## src/rtl/pll_init_pkg.sv

```systemverilog
// Constants shared by the bridge register bank and its init controller
//------------------------------------------------------------------
// How it works
// Hidden pages reached only via three windows
// Page 0x10 bit 4 resets HDMI PLL
// Page 0x14 bit 4 resets link PLL
// Host writes reserved PLL bits as zero
// HDMI PLL reset: 0x10,0x49,0x10,0x00
// Link PLL reset: 0x14,0x49,0x10,0x00
// Bit 5 of 0x5B clear: no auto reset
// Host writes 0x02 into register 0x16
// Bit 4 of 0x04 blocks blanking video
// Sequence B only after TMDS clock stable
// Release power-down after supplies, then HDMI
// Wait 2 ms after release before access
// Hard reset holds power-down low 2 ms
// TMDS clock stable 1 us before resets
// Data window writes page/offset target at once
// Both PLL reset bits read 0 after reset
//------------------------------------------------------------------
package pll_init_pkg;
  // Main map window registers and other main registers
  localparam logic [7:0] REG_PAGE_SEL = 8'h40;
  localparam logic [7:0] REG_OFFSET_SEL = 8'h41;
  localparam logic [7:0] REG_PAGE_DATA = 8'h42;
  localparam logic [7:0] REG_VID_CFG = 8'h04;
  localparam logic [7:0] REG_EVT_FILT = 8'h16;
  localparam logic [7:0] REG_FREQ_CFG = 8'h5B;
  // Hidden pages and PLL control offset
  localparam logic [7:0] PAGE_HDMI = 8'h10;
  localparam logic [7:0] PAGE_LINK = 8'h14;
  localparam logic [7:0] OFS_PLL_CTRL = 8'h49;
  // Field positions
  localparam int PLL_RST_BIT = 4;
  localparam int FREQ_RST_EN_BIT = 5;
  localparam int BLANK_BLOCK_BIT = 4;
  // Data values
  localparam logic [7:0] PLL_RST_SET = 8'h10;
  localparam logic [7:0] PLL_RST_CLR = 8'h00;
  localparam logic [7:0] EVT_FILT_VAL = 8'h02;
  // Reset values
  localparam logic [7:0] REG_RESET = 8'h00;
  localparam logic [7:0] FREQ_CFG_RESET = 8'h20;
  // Timing
  localparam int CLK_FREQ_HZ = 50_000_000;
  localparam int T_READY_MS = 2;
  localparam int T_HARD_RESET_MS = 2;
  localparam int T_TMDS_STABLE_US = 1;
  localparam int READY_CYC = T_READY_MS * (CLK_FREQ_HZ / 1000);
  localparam int HARD_RESET_CYC = T_HARD_RESET_MS * (CLK_FREQ_HZ / 1000);
  localparam int TMDS_STABLE_CYC =
    (T_TMDS_STABLE_US * CLK_FREQ_HZ + 999_999) / 1_000_000;
  localparam int CNT_W = 20;
  // Controller APB map
  localparam logic [11:0] APB_CTRL = 12'h000;
  localparam logic [11:0] APB_STATUS = 12'h004;
  localparam int CTRL_POWER_ON = 0;
  localparam int CTRL_START_A = 1;
  localparam int CTRL_START_B = 2;
  localparam int CTRL_HARD_RST = 3;
  // Sequence step table layout
  localparam logic [3:0] SEQ_A_FIRST = 4'h0;
  localparam logic [3:0] SEQ_A_LAST = 4'h2;
  localparam logic [3:0] SEQ_B_FIRST = 4'h3;
  localparam logic [3:0] SEQ_B_LAST = 4'hA;
  typedef enum logic [1:0] {
    OP_WRITE = 2'h0,
    OP_CLR = 2'h1,
    OP_SET = 2'h2
  } op_type;
endpackage

```

## src/rtl/pll_link_if.sv

```systemverilog
// Power-down pin and register access channel between host and bridge
`timescale 1ns/10ps
interface pll_link_if;
  logic power_down_bar_pin;
  logic req;
  logic we;
  logic [7:0] addr;
  logic [7:0] wdata;
  logic ack;
  logic [7:0] rdata;
  modport host (
    output power_down_bar_pin, req, we, addr, wdata,
    input ack, rdata
  );
  modport dev (
    input power_down_bar_pin, req, we, addr, wdata,
    output ack, rdata
  );
endinterface

```

## src/rtl/init_host.sv

```systemverilog
// Host controller: power-down pin sequencing and init sequences A and B
//
// Register access over APB was decided locally.
`timescale 1ns/10ps
module init_host #(
  parameter int READY_CYCLES = pll_init_pkg::READY_CYC,
  parameter int HARD_RESET_CYCLES = pll_init_pkg::HARD_RESET_CYC
) (
  // Clock and reset
  input wire logic pclk,
  input wire logic presetn,
  // APB slave
  input wire logic psel,
  input wire logic penable,
  input wire logic pwrite,
  input wire logic [11:0] paddr,
  input wire logic [31:0] pwdata,
  output logic [31:0] prdata,
  output logic pready,
  output logic pslverr,
  // Board status
  input wire logic supplies_ok,
  input wire logic tmds_clk_stable,
  output logic hdmi_input_en,
  // Link to bridge
  pll_link_if.host link
);
  import pll_init_pkg::*;

  typedef enum logic [6:0] {
    S_HRST = 7'b0000001,
    S_OFF = 7'b0000010,
    S_BOOT = 7'b0000100,
    S_IDLE = 7'b0001000,
    S_TMDS = 7'b0010000,
    S_ISSUE = 7'b0100000,
    S_ACK = 7'b1000000
  } state_type;

  state_type state_ff;
  logic [CNT_W-1:0] cnt_ff;
  logic [3:0] step_ff, last_ff;
  logic rd_phase_ff, pdb_ff, req_ff, we_ff, hdmi_en_ff;
  logic [7:0] addr_ff, wdata_ff, rd_val_ff;
  logic power_on_ff, pend_a_ff, pend_b_ff, pend_hr_ff;
  logic done_a_ff, done_b_ff;
  logic pready_ff, pslverr_ff;
  logic [31:0] prdata_ff;

  //----------------------------------------------------------------
  // Step table
  //----------------------------------------------------------------
  // Returns {op, address, value} of one register access
  function automatic logic [17:0] step_op(input logic [3:0] idx);
    case (idx)
      // clear auto link PLL reset
      4'h0: step_op = {OP_CLR, REG_FREQ_CFG, 8'(1 << FREQ_RST_EN_BIT)};
      // shorten spurious bus events
      4'h1: step_op = {OP_WRITE, REG_EVT_FILT, EVT_FILT_VAL};
      // stop video in blanking
      4'h2: step_op = {OP_SET, REG_VID_CFG, 8'(1 << BLANK_BLOCK_BIT)};
      // HDMI PLL pulse, reserved bits zero
      4'h3: step_op = {OP_WRITE, REG_PAGE_SEL, PAGE_HDMI};
      4'h4: step_op = {OP_WRITE, REG_OFFSET_SEL, OFS_PLL_CTRL};
      4'h5: step_op = {OP_WRITE, REG_PAGE_DATA, PLL_RST_SET};
      4'h6: step_op = {OP_WRITE, REG_PAGE_DATA, PLL_RST_CLR};
      // link PLL pulse, reserved bits zero
      4'h7: step_op = {OP_WRITE, REG_PAGE_SEL, PAGE_LINK};
      4'h8: step_op = {OP_WRITE, REG_OFFSET_SEL, OFS_PLL_CTRL};
      4'h9: step_op = {OP_WRITE, REG_PAGE_DATA, PLL_RST_SET};
      4'hA: step_op = {OP_WRITE, REG_PAGE_DATA, PLL_RST_CLR};
      default: step_op = {OP_WRITE, 8'h00, 8'h00};
    endcase
  endfunction

  wire [17:0] cur = step_op(step_ff);
  wire [1:0] cur_op = cur[17:16];
  wire [7:0] cur_addr = cur[15:8];
  wire [7:0] cur_val = cur[7:0];
  wire is_rmw = (cur_op != OP_WRITE);
  // read-modify-write keeps other bits
  wire [7:0] rmw_val = (cur_op == OP_CLR) ? (rd_val_ff & ~cur_val) :
                                            (rd_val_ff | cur_val);
  wire [CNT_W-1:0] hr_end = CNT_W'(HARD_RESET_CYCLES - 1);
  wire [CNT_W-1:0] rdy_end = CNT_W'(READY_CYCLES - 1);
  wire [CNT_W-1:0] tmds_end = CNT_W'(TMDS_STABLE_CYC - 1);
  wire [CNT_W-1:0] cnt_inc = cnt_ff + 1'b1;

  //----------------------------------------------------------------
  // APB decode
  //----------------------------------------------------------------
  wire setup = psel && !penable;
  wire acc_wr = psel && penable && pready_ff && pwrite;
  wire hit_ctrl = (paddr == APB_CTRL);
  wire hit_stat = (paddr == APB_STATUS);
  wire ctrl_wr = acc_wr && hit_ctrl;
  wire busy = (state_ff != S_IDLE);
  wire [31:0] status_word = {16'h0, rd_val_ff, 1'b0, busy, done_b_ff,
                             done_a_ff, hdmi_en_ff, pdb_ff,
                             (state_ff == S_BOOT), (state_ff == S_IDLE)};
  wire [31:0] ctrl_word = {28'h0, pend_hr_ff, pend_b_ff, pend_a_ff,
                           power_on_ff};
  wire [31:0] rd_word = hit_ctrl ? ctrl_word :
                        hit_stat ? status_word : 32'h0;
  // Sequencer takes a pending command only when idle
  wire take_hr = (state_ff == S_IDLE) && (pend_hr_ff || !power_on_ff);
  wire take_a = (state_ff == S_IDLE) && !take_hr && pend_a_ff;
  wire take_b = (state_ff == S_IDLE) && !take_hr && !pend_a_ff && pend_b_ff;

  // Zero-wait answer: data ready by the first access edge
  always_ff @(posedge pclk or negedge presetn) begin
    if (!presetn) begin
      pready_ff <= 1'b0;
      pslverr_ff <= 1'b0;
      prdata_ff <= 32'h0;
    end else begin
      pready_ff <= setup;
      pslverr_ff <= setup && !hit_ctrl && !hit_stat;
      if (setup) prdata_ff <= rd_word;
    end
  end

  // Command flags: a new request wins over the clear by the sequencer
  always_ff @(posedge pclk or negedge presetn) begin
    if (!presetn) begin
      power_on_ff <= 1'b0;
      pend_a_ff <= 1'b0;
      pend_b_ff <= 1'b0;
      pend_hr_ff <= 1'b0;
    end else begin
      if (ctrl_wr) power_on_ff <= pwdata[CTRL_POWER_ON];
      if (ctrl_wr && pwdata[CTRL_START_A]) pend_a_ff <= 1'b1;
      else if (take_a || take_hr) pend_a_ff <= 1'b0;
      if (ctrl_wr && pwdata[CTRL_START_B]) pend_b_ff <= 1'b1;
      else if (take_b || take_hr) pend_b_ff <= 1'b0;
      if (ctrl_wr && pwdata[CTRL_HARD_RST]) pend_hr_ff <= 1'b1;
      else if (take_hr) pend_hr_ff <= 1'b0;
    end
  end

  //----------------------------------------------------------------
  // Sequencer
  //----------------------------------------------------------------
  always_ff @(posedge pclk or negedge presetn) begin
    if (!presetn) begin
      state_ff <= S_HRST;
      cnt_ff <= '0;
      step_ff <= 4'h0;
      last_ff <= 4'h0;
      rd_phase_ff <= 1'b0;
      pdb_ff <= 1'b0;
      hdmi_en_ff <= 1'b0;
      req_ff <= 1'b0;
      we_ff <= 1'b0;
      addr_ff <= 8'h00;
      wdata_ff <= 8'h00;
      rd_val_ff <= 8'h00;
      done_a_ff <= 1'b0;
      done_b_ff <= 1'b0;
    end else begin
      case (state_ff)
        // hold power-down low long enough
        S_HRST: begin
          cnt_ff <= cnt_inc;
          if (cnt_ff >= hr_end) state_ff <= S_OFF;
        end
        // release only after supplies settle
        S_OFF: begin
          cnt_ff <= '0;
          if (power_on_ff && supplies_ok) begin
            pdb_ff <= 1'b1;
            state_ff <= S_BOOT;
          end
        end
        // bus quiet after release
        S_BOOT: begin
          cnt_ff <= cnt_inc;
          if (cnt_ff >= rdy_end) begin
            hdmi_en_ff <= 1'b1;
            state_ff <= S_IDLE;
          end
        end
        S_IDLE: begin
          cnt_ff <= '0;
          if (take_hr) begin
            pdb_ff <= 1'b0;
            hdmi_en_ff <= 1'b0;
            done_a_ff <= 1'b0;
            done_b_ff <= 1'b0;
            state_ff <= S_HRST;
          end else if (take_a) begin
            step_ff <= SEQ_A_FIRST;
            last_ff <= SEQ_A_LAST;
            rd_phase_ff <= 1'b1;
            state_ff <= S_ISSUE;
          end else if (take_b) begin
            state_ff <= S_TMDS;
          end
        end
        // wait for stable TMDS clock
        S_TMDS: begin
          cnt_ff <= tmds_clk_stable ? cnt_inc : '0;
          if (tmds_clk_stable && cnt_ff >= tmds_end) begin
            step_ff <= SEQ_B_FIRST;
            last_ff <= SEQ_B_LAST;
            rd_phase_ff <= 1'b1;
            state_ff <= S_ISSUE;
          end
        end
        S_ISSUE: begin
          req_ff <= 1'b1;
          addr_ff <= cur_addr;
          we_ff <= !(is_rmw && rd_phase_ff);
          wdata_ff <= is_rmw ? rmw_val : cur_val;
          state_ff <= S_ACK;
        end
        S_ACK: begin
          if (link.ack) begin
            req_ff <= 1'b0;
            if (!we_ff) begin
              rd_val_ff <= link.rdata;
              rd_phase_ff <= 1'b0;
              state_ff <= S_ISSUE;
            end else if (step_ff == last_ff) begin
              if (last_ff == SEQ_A_LAST) done_a_ff <= 1'b1;
              else done_b_ff <= 1'b1;
              state_ff <= S_IDLE;
            end else begin
              step_ff <= step_ff + 4'h1;
              rd_phase_ff <= 1'b1;
              state_ff <= S_ISSUE;
            end
          end
        end
        default: state_ff <= S_HRST;
      endcase
    end
  end

  // Outputs straight from flip-flops
  assign prdata = prdata_ff;
  assign pready = pready_ff;
  assign pslverr = pslverr_ff;
  assign hdmi_input_en = hdmi_en_ff;
  assign link.power_down_bar_pin = pdb_ff;
  assign link.req = req_ff;
  assign link.we = we_ff;
  assign link.addr = addr_ff;
  assign link.wdata = wdata_ff;
endmodule // init_host

```

## src/flat_wrapper.sv

```systemverilog
// flat-port wrapper written by rule: the top's interface ports become plain ports
module init_host_flat import pll_init_pkg::*;
#(
  parameter int READY_CYCLES = pll_init_pkg::READY_CYC,
  parameter int HARD_RESET_CYCLES = pll_init_pkg::HARD_RESET_CYC
)
  (pclk, presetn, psel, penable, pwrite, paddr, pwdata, prdata, pready, pslverr, supplies_ok, tmds_clk_stable, hdmi_input_en, link_power_down_bar_pin, link_req, link_we, link_addr, link_wdata, link_ack, link_rdata);
  pll_link_if link_i ();
  input wire logic pclk;
  input wire logic presetn;
  input wire logic psel;
  input wire logic penable;
  input wire logic pwrite;
  input wire logic [11:0] paddr;
  input wire logic [31:0] pwdata;
  output logic [31:0] prdata;
  output logic pready;
  output logic pslverr;
  input wire logic supplies_ok;
  input wire logic tmds_clk_stable;
  output logic hdmi_input_en;
  output wire logic [$bits(link_i.power_down_bar_pin)-1:0] link_power_down_bar_pin;
  output wire logic [$bits(link_i.req)-1:0] link_req;
  output wire logic [$bits(link_i.we)-1:0] link_we;
  output wire logic [$bits(link_i.addr)-1:0] link_addr;
  output wire logic [$bits(link_i.wdata)-1:0] link_wdata;
  input wire logic [$bits(link_i.ack)-1:0] link_ack;
  input wire logic [$bits(link_i.rdata)-1:0] link_rdata;
  assign link_power_down_bar_pin = link_i.power_down_bar_pin;
  assign link_req = link_i.req;
  assign link_we = link_i.we;
  assign link_addr = link_i.addr;
  assign link_wdata = link_i.wdata;
  assign link_i.ack = link_ack;
  assign link_i.rdata = link_rdata;
  init_host #(.READY_CYCLES(READY_CYCLES), .HARD_RESET_CYCLES(HARD_RESET_CYCLES)) u_core (.pclk(pclk), .presetn(presetn), .psel(psel), .penable(penable), .pwrite(pwrite), .paddr(paddr), .pwdata(pwdata), .prdata(prdata), .pready(pready), .pslverr(pslverr), .supplies_ok(supplies_ok), .tmds_clk_stable(tmds_clk_stable), .hdmi_input_en(hdmi_input_en), .link(link_i));
endmodule
```

## config.mk

```make
export PLATFORM = sky130hd
export DESIGN_NAME = init_host_flat
export DESIGN_NICKNAME = d
export VERILOG_FILES = /design/src/rtl/pll_init_pkg.sv /design/src/rtl/pll_link_if.sv /design/src/rtl/init_host.sv /design/src/flat_wrapper.sv
export SDC_FILE = /design/constraint.sdc
export NUM_CORES = 1
export LEC_CHECK = 0
export BUFFER_PORTS_ARGS = -buffer_cell sky130_fd_sc_hd__buf_2
export CORE_UTILIZATION = 45
export DETAILED_ROUTE_END_ITERATION = 8
export PLACE_DENSITY_LB_ADDON = 0.12
export SLEW_MARGIN = 0
export SYNTH_ARGS = -nofsm -noshare
export SYNTH_HDL_FRONTEND = slang
export SYNTH_SLANG_ARGS = --single-unit
```

## constraint.sdc

```tcl
create_clock -name pclk -period 3.2 [get_ports pclk]
set_clock_uncertainty 0.2 [all_clocks]
set_input_delay 0.64 -clock pclk [delete_from_list [all_inputs] [get_ports pclk]]
set_output_delay 0.64 -clock pclk [all_outputs]
set_load 0.01 [all_outputs]
```

==> metrics.md <==
| Metric | Value |
|---|---|
| Max IR drop VDD | 163 uV |
| Crit path launch | u_core.state_ff[1]$_DFFE_PN0P_ |
| Wire length reported by the detailed router | 10.3 mm |
| Clock latency at the later pin of the worst-skew pair | 380 ps |
| Cells traversed along the worst timing path | nor4_4, mux2i_2, a21o_1, or4_1, a21oi_1 |
| Path category of the worst min-delay check | input pin to asynchronous set/reset pin |
| Post-layout utilization of the core | 52.3% |
| CTS root buffer | sky130_fd_sc_hd__clkbuf_8 |
| Finish-stage setup viols | 0 |
| Leading cell types by total area after synthesis | sky130_fd_sc_hd__dfrtp_1 45%, sky130_fd_sc_hd__buf_4 3.6%, sky130_fd_sc_hd__nand2_1 3.4%, sky130_fd_sc_hd__o21ai_0 3.3%, sky130_fd_sc_hd__a22o_1 3.1% |
| Post-layout minimum cycle time | 2740 ps |
| Row cnt | 36 |
| Maxcap violations | 0 |
| Leak pwr | 2.41 nW |
| Routability congestion estimate from global placement | 0.900 |
| Max frequency | 365 MHz |
| Share of the cycle needed by the critical path after routing | 85.6% |
| Number of vias after detailed routing | 3597 |
| Critical path capture point | u_core.cnt_ff[7]$_DFFE_PN0P_ |
| Most frequent cells in the layout | 82 x sky130_fd_sc_hd__dfrtp_1, 65 x sky130_fd_sc_hd__buf_2, 41 x sky130_fd_sc_hd__nand2_1 |
| Register-to-register setup slack | 460 ps |
| Overall power of the completed layout | 1.86 mW |
| Remaining global-route overflow | 0 |
| Number of storage elements in the synthesis netlist | 83 |
| Vias per cell | 5.46 |
| DRC violation count after routing | 0 |
| Slowest cell on the critical path | sky130_fd_sc_hd__dfrtp_1 |
| Placed standard-cell area | 4920 um2 |
| Initial Util | 46.6% |
| Number of inserted diodes | 0 |
| Resize count post-CTS | 0 |
| Hold Violations, Final | 0 |
| CTS H-Tree Depth | 3 |
| Vias in the first global route | 3377 |
| Worst slew slack as a fraction of its limit | 44.6% |
| Synth top area share | 45.0% |
| Area of all placed cells without fillers | 5110 um2 |
| Measured slew at the worst slew-check pin | 815 ps |
| Share of layout cells above drive strength 1 | 22.2% |
| Arrival time at the worst endpoint | 2840 ps |
| First-pass GRT wire length | 16.7 mm |
| Number of enable flip-flop cells after synthesis | 0 |
| Syn Inst Count | 462 |
| Standard cell core area | 9770 um2 |
| Clock Tree Buf Depth | 2 |
| Die height | 103 um |
| Post-DP HPWL | 7.50 mm |
| Cell taking the most area after synthesis | sky130_fd_sc_hd__dfrtp_1 |
| Number of detailed-route iterations in the first pass | 5 |
| Total number of yosys warnings | 0 |
| Post-synthesis async set-or-reset flop share | 100% |
| Maximum number of pins on one net before global-route repair | 51 |
| Reg-to-reg critical path endpoint | u_core.cnt_ff[7]$_DFFE_PN0P_ |
| R2r worst-path depth | 5 |
| DRC marker count from the first detailed-route iteration | 154 |
| CTS tree | built |
| Type of destination of the critical path | flip-flop |
| Cell type group with the largest total delay on the critical path | simple AND/OR/NAND/NOR gates |
| Number of ports placed on the die boundary | 114 |
| R2R Path Start | u_core.state_ff[1]$_DFFE_PN0P_ |
| Distinct cell type count after synthesis | 64 |
| Setup repair after global routing missed its margin | no |
| Max FO, Critical Path | 12 |
| DIE WIDTH | 103 um |
| Die Outline Area | 10500 um2 |
| Number of buffer and inverter stages on the critical path | 0 |
| Relative area change from synthesis to final layout | 12.1% |
| Number of max-slew violations in the final report | 0 |
| Run status | completed |
| Net count, final | 590 |
| Worst stage delay on the critical path | 550 ps |
| Proportion of synthesized chip area in sequential cells | 45.6% |
| Initial antenna violation count | 0 |
| Commonest non-fill, non-tap cell in the layout | sky130_fd_sc_hd__dfrtp_1 |
| Critical Path Stages | 5 |
| Type of element launching the critical path | flip-flop |
| Number of buffer cells added on primary ports | 66 |
| Tot GR Track Use | 20.6% |
| Mean instance size in the synthesized netlist | 9.87 um2 |
| Number of hold buffers added after cts | 0 |
| Number of routed nets with antenna violations | 0 |
| Detail-routed net length per standard cell | 15.7 um |
| Required time of the worst setup path | 3300 ps |
| Register clock-pin slew on the reported worst setup and hold paths | 90 ps |
| Setup TNS after final layout | 0 ps |
| Primary FF master, synth | sky130_fd_sc_hd__dfrtp_1 |
| Clock buffer count from CTS | 9 |
| Buffers inserted during post-CTS setup optimization | 0 |
| Startpoint-to-endpoint class of the critical path | flip-flop to flip-flop |
| # clock sinks | 83 |
| Power Dens Cells | 364 nW/um2 |
| Synthesized cell area | 4560 um2 |
-- worst min path at each step --
stage	start	to	cells after the start
after floorplan	presetn	u_core.cnt_ff[0]$_DFFE_PN0P_	0
after global placement	u_core.prdata[2]$_DFFE_PN0P_	u_core.prdata[2]$_DFFE_PN0P_	2
after detailed placement	u_core.link.wdata[5]$_DFFE_PN0P_	u_core.link.wdata[5]$_DFFE_PN0P_	2
after CTS	presetn	u_core.prdata[1]$_DFFE_PN0P_	1
after global routing	presetn	u_core.prdata[1]$_DFFE_PN0P_	1
final	presetn	u_core.prdata[1]$_DFFE_PN0P_	1
-- power breakdown --
| part | internal (mW) | switching [mW] | total [mW] | leakage (nW) |
|---|---|---|---|---|
| Combinational | 0.0184 | 0.0442 | 0.0626 | 1.20 |
| Clock | 0.304 | 0.444 | 0.748 | 0.0951 |
| Sequential | 1.05 | 0.000491 | 1.05 | 1.11 |
-- metrics by stage --
| stage | hold slack (ps) | setup WS, ps | cells |
|---|---|---|---|
| 2_1_floorplan | 144 | 871 | 480 |
| 3_3_place_gp | 258 | 589 | 643 |
| 6_report | 96.2 | 462 | 659 |
| 5_1_grt | 153 | 294 | 659 |
| 3_5_place_dp | 266 | 499 | 643 |
| 4_1_cts | 118 | 466 | 659 |
-- registers in the layout, summed over array words and instances, names as in the netlist, 2 cells and up --
name               flops
u_core.cnt_ff         20
u_core.rd_val_ff       8
u_core.link.wdata      8
u_core.last_ff         2
u_core.state_ff        7
u_core.prdata         15
u_core.step_ff         4
u_core.link.addr       6
-- area by class of cell --
type,instances,area (um2)
clock buffers,9,124
clock inverters,7,65.1
fillers,903,4660
inverters,20,75.1
multi-input cells,335,2210
flip-flops and latches,83,2080
well taps,133,166
repair buffers,72,390
-- cells by family after synthesis --
logic type / share of synthesized area, %
multiplexers: 3.76
other: 0.0822
buffers and inverters: 7.35
AO/OA/AOI/OAI: 18.7
flip-flops: 45.6
adder cells (fa/ha/maj): 2.47
XOR/XNOR: 2.88
AND/OR/NAND/NOR: 19.2
-- Yosys cell counts (9+ instances only) --
| cell | instances |
|---|---|
| sky130_fd_sc_hd__nand3_1 | 12 |
| sky130_fd_sc_hd__o21ai_0 | 30 |
| sky130_fd_sc_hd__inv_1 | 20 |
| sky130_fd_sc_hd__mux2_2 | 10 |
| sky130_fd_sc_hd__buf_4 | 22 |
| sky130_fd_sc_hd__ha_1 | 9 |
| sky130_fd_sc_hd__dfrtp_1 | 82 |
| sky130_fd_sc_hd__xnor2_1 | 13 |
| sky130_fd_sc_hd__nor2_1 | 35 |
| sky130_fd_sc_hd__a22o_1 | 16 |
| sky130_fd_sc_hd__nand2_1 | 41 |
| sky130_fd_sc_hd__clkbuf_1 | 13 |
| sky130_fd_sc_hd__a21oi_1 | 19 |
-- per-layer routing --
layer	vias to the layer above	part of all wire (%)	track usage, %
li1	1764	-	-
met1	1739	47	27.7
met2	83	48	33.7
met3	11	3.9	2.71
met4	0	1.4	8.46
met5	-	0	0
Note: power is estimated with default switching activity, not from simulation.
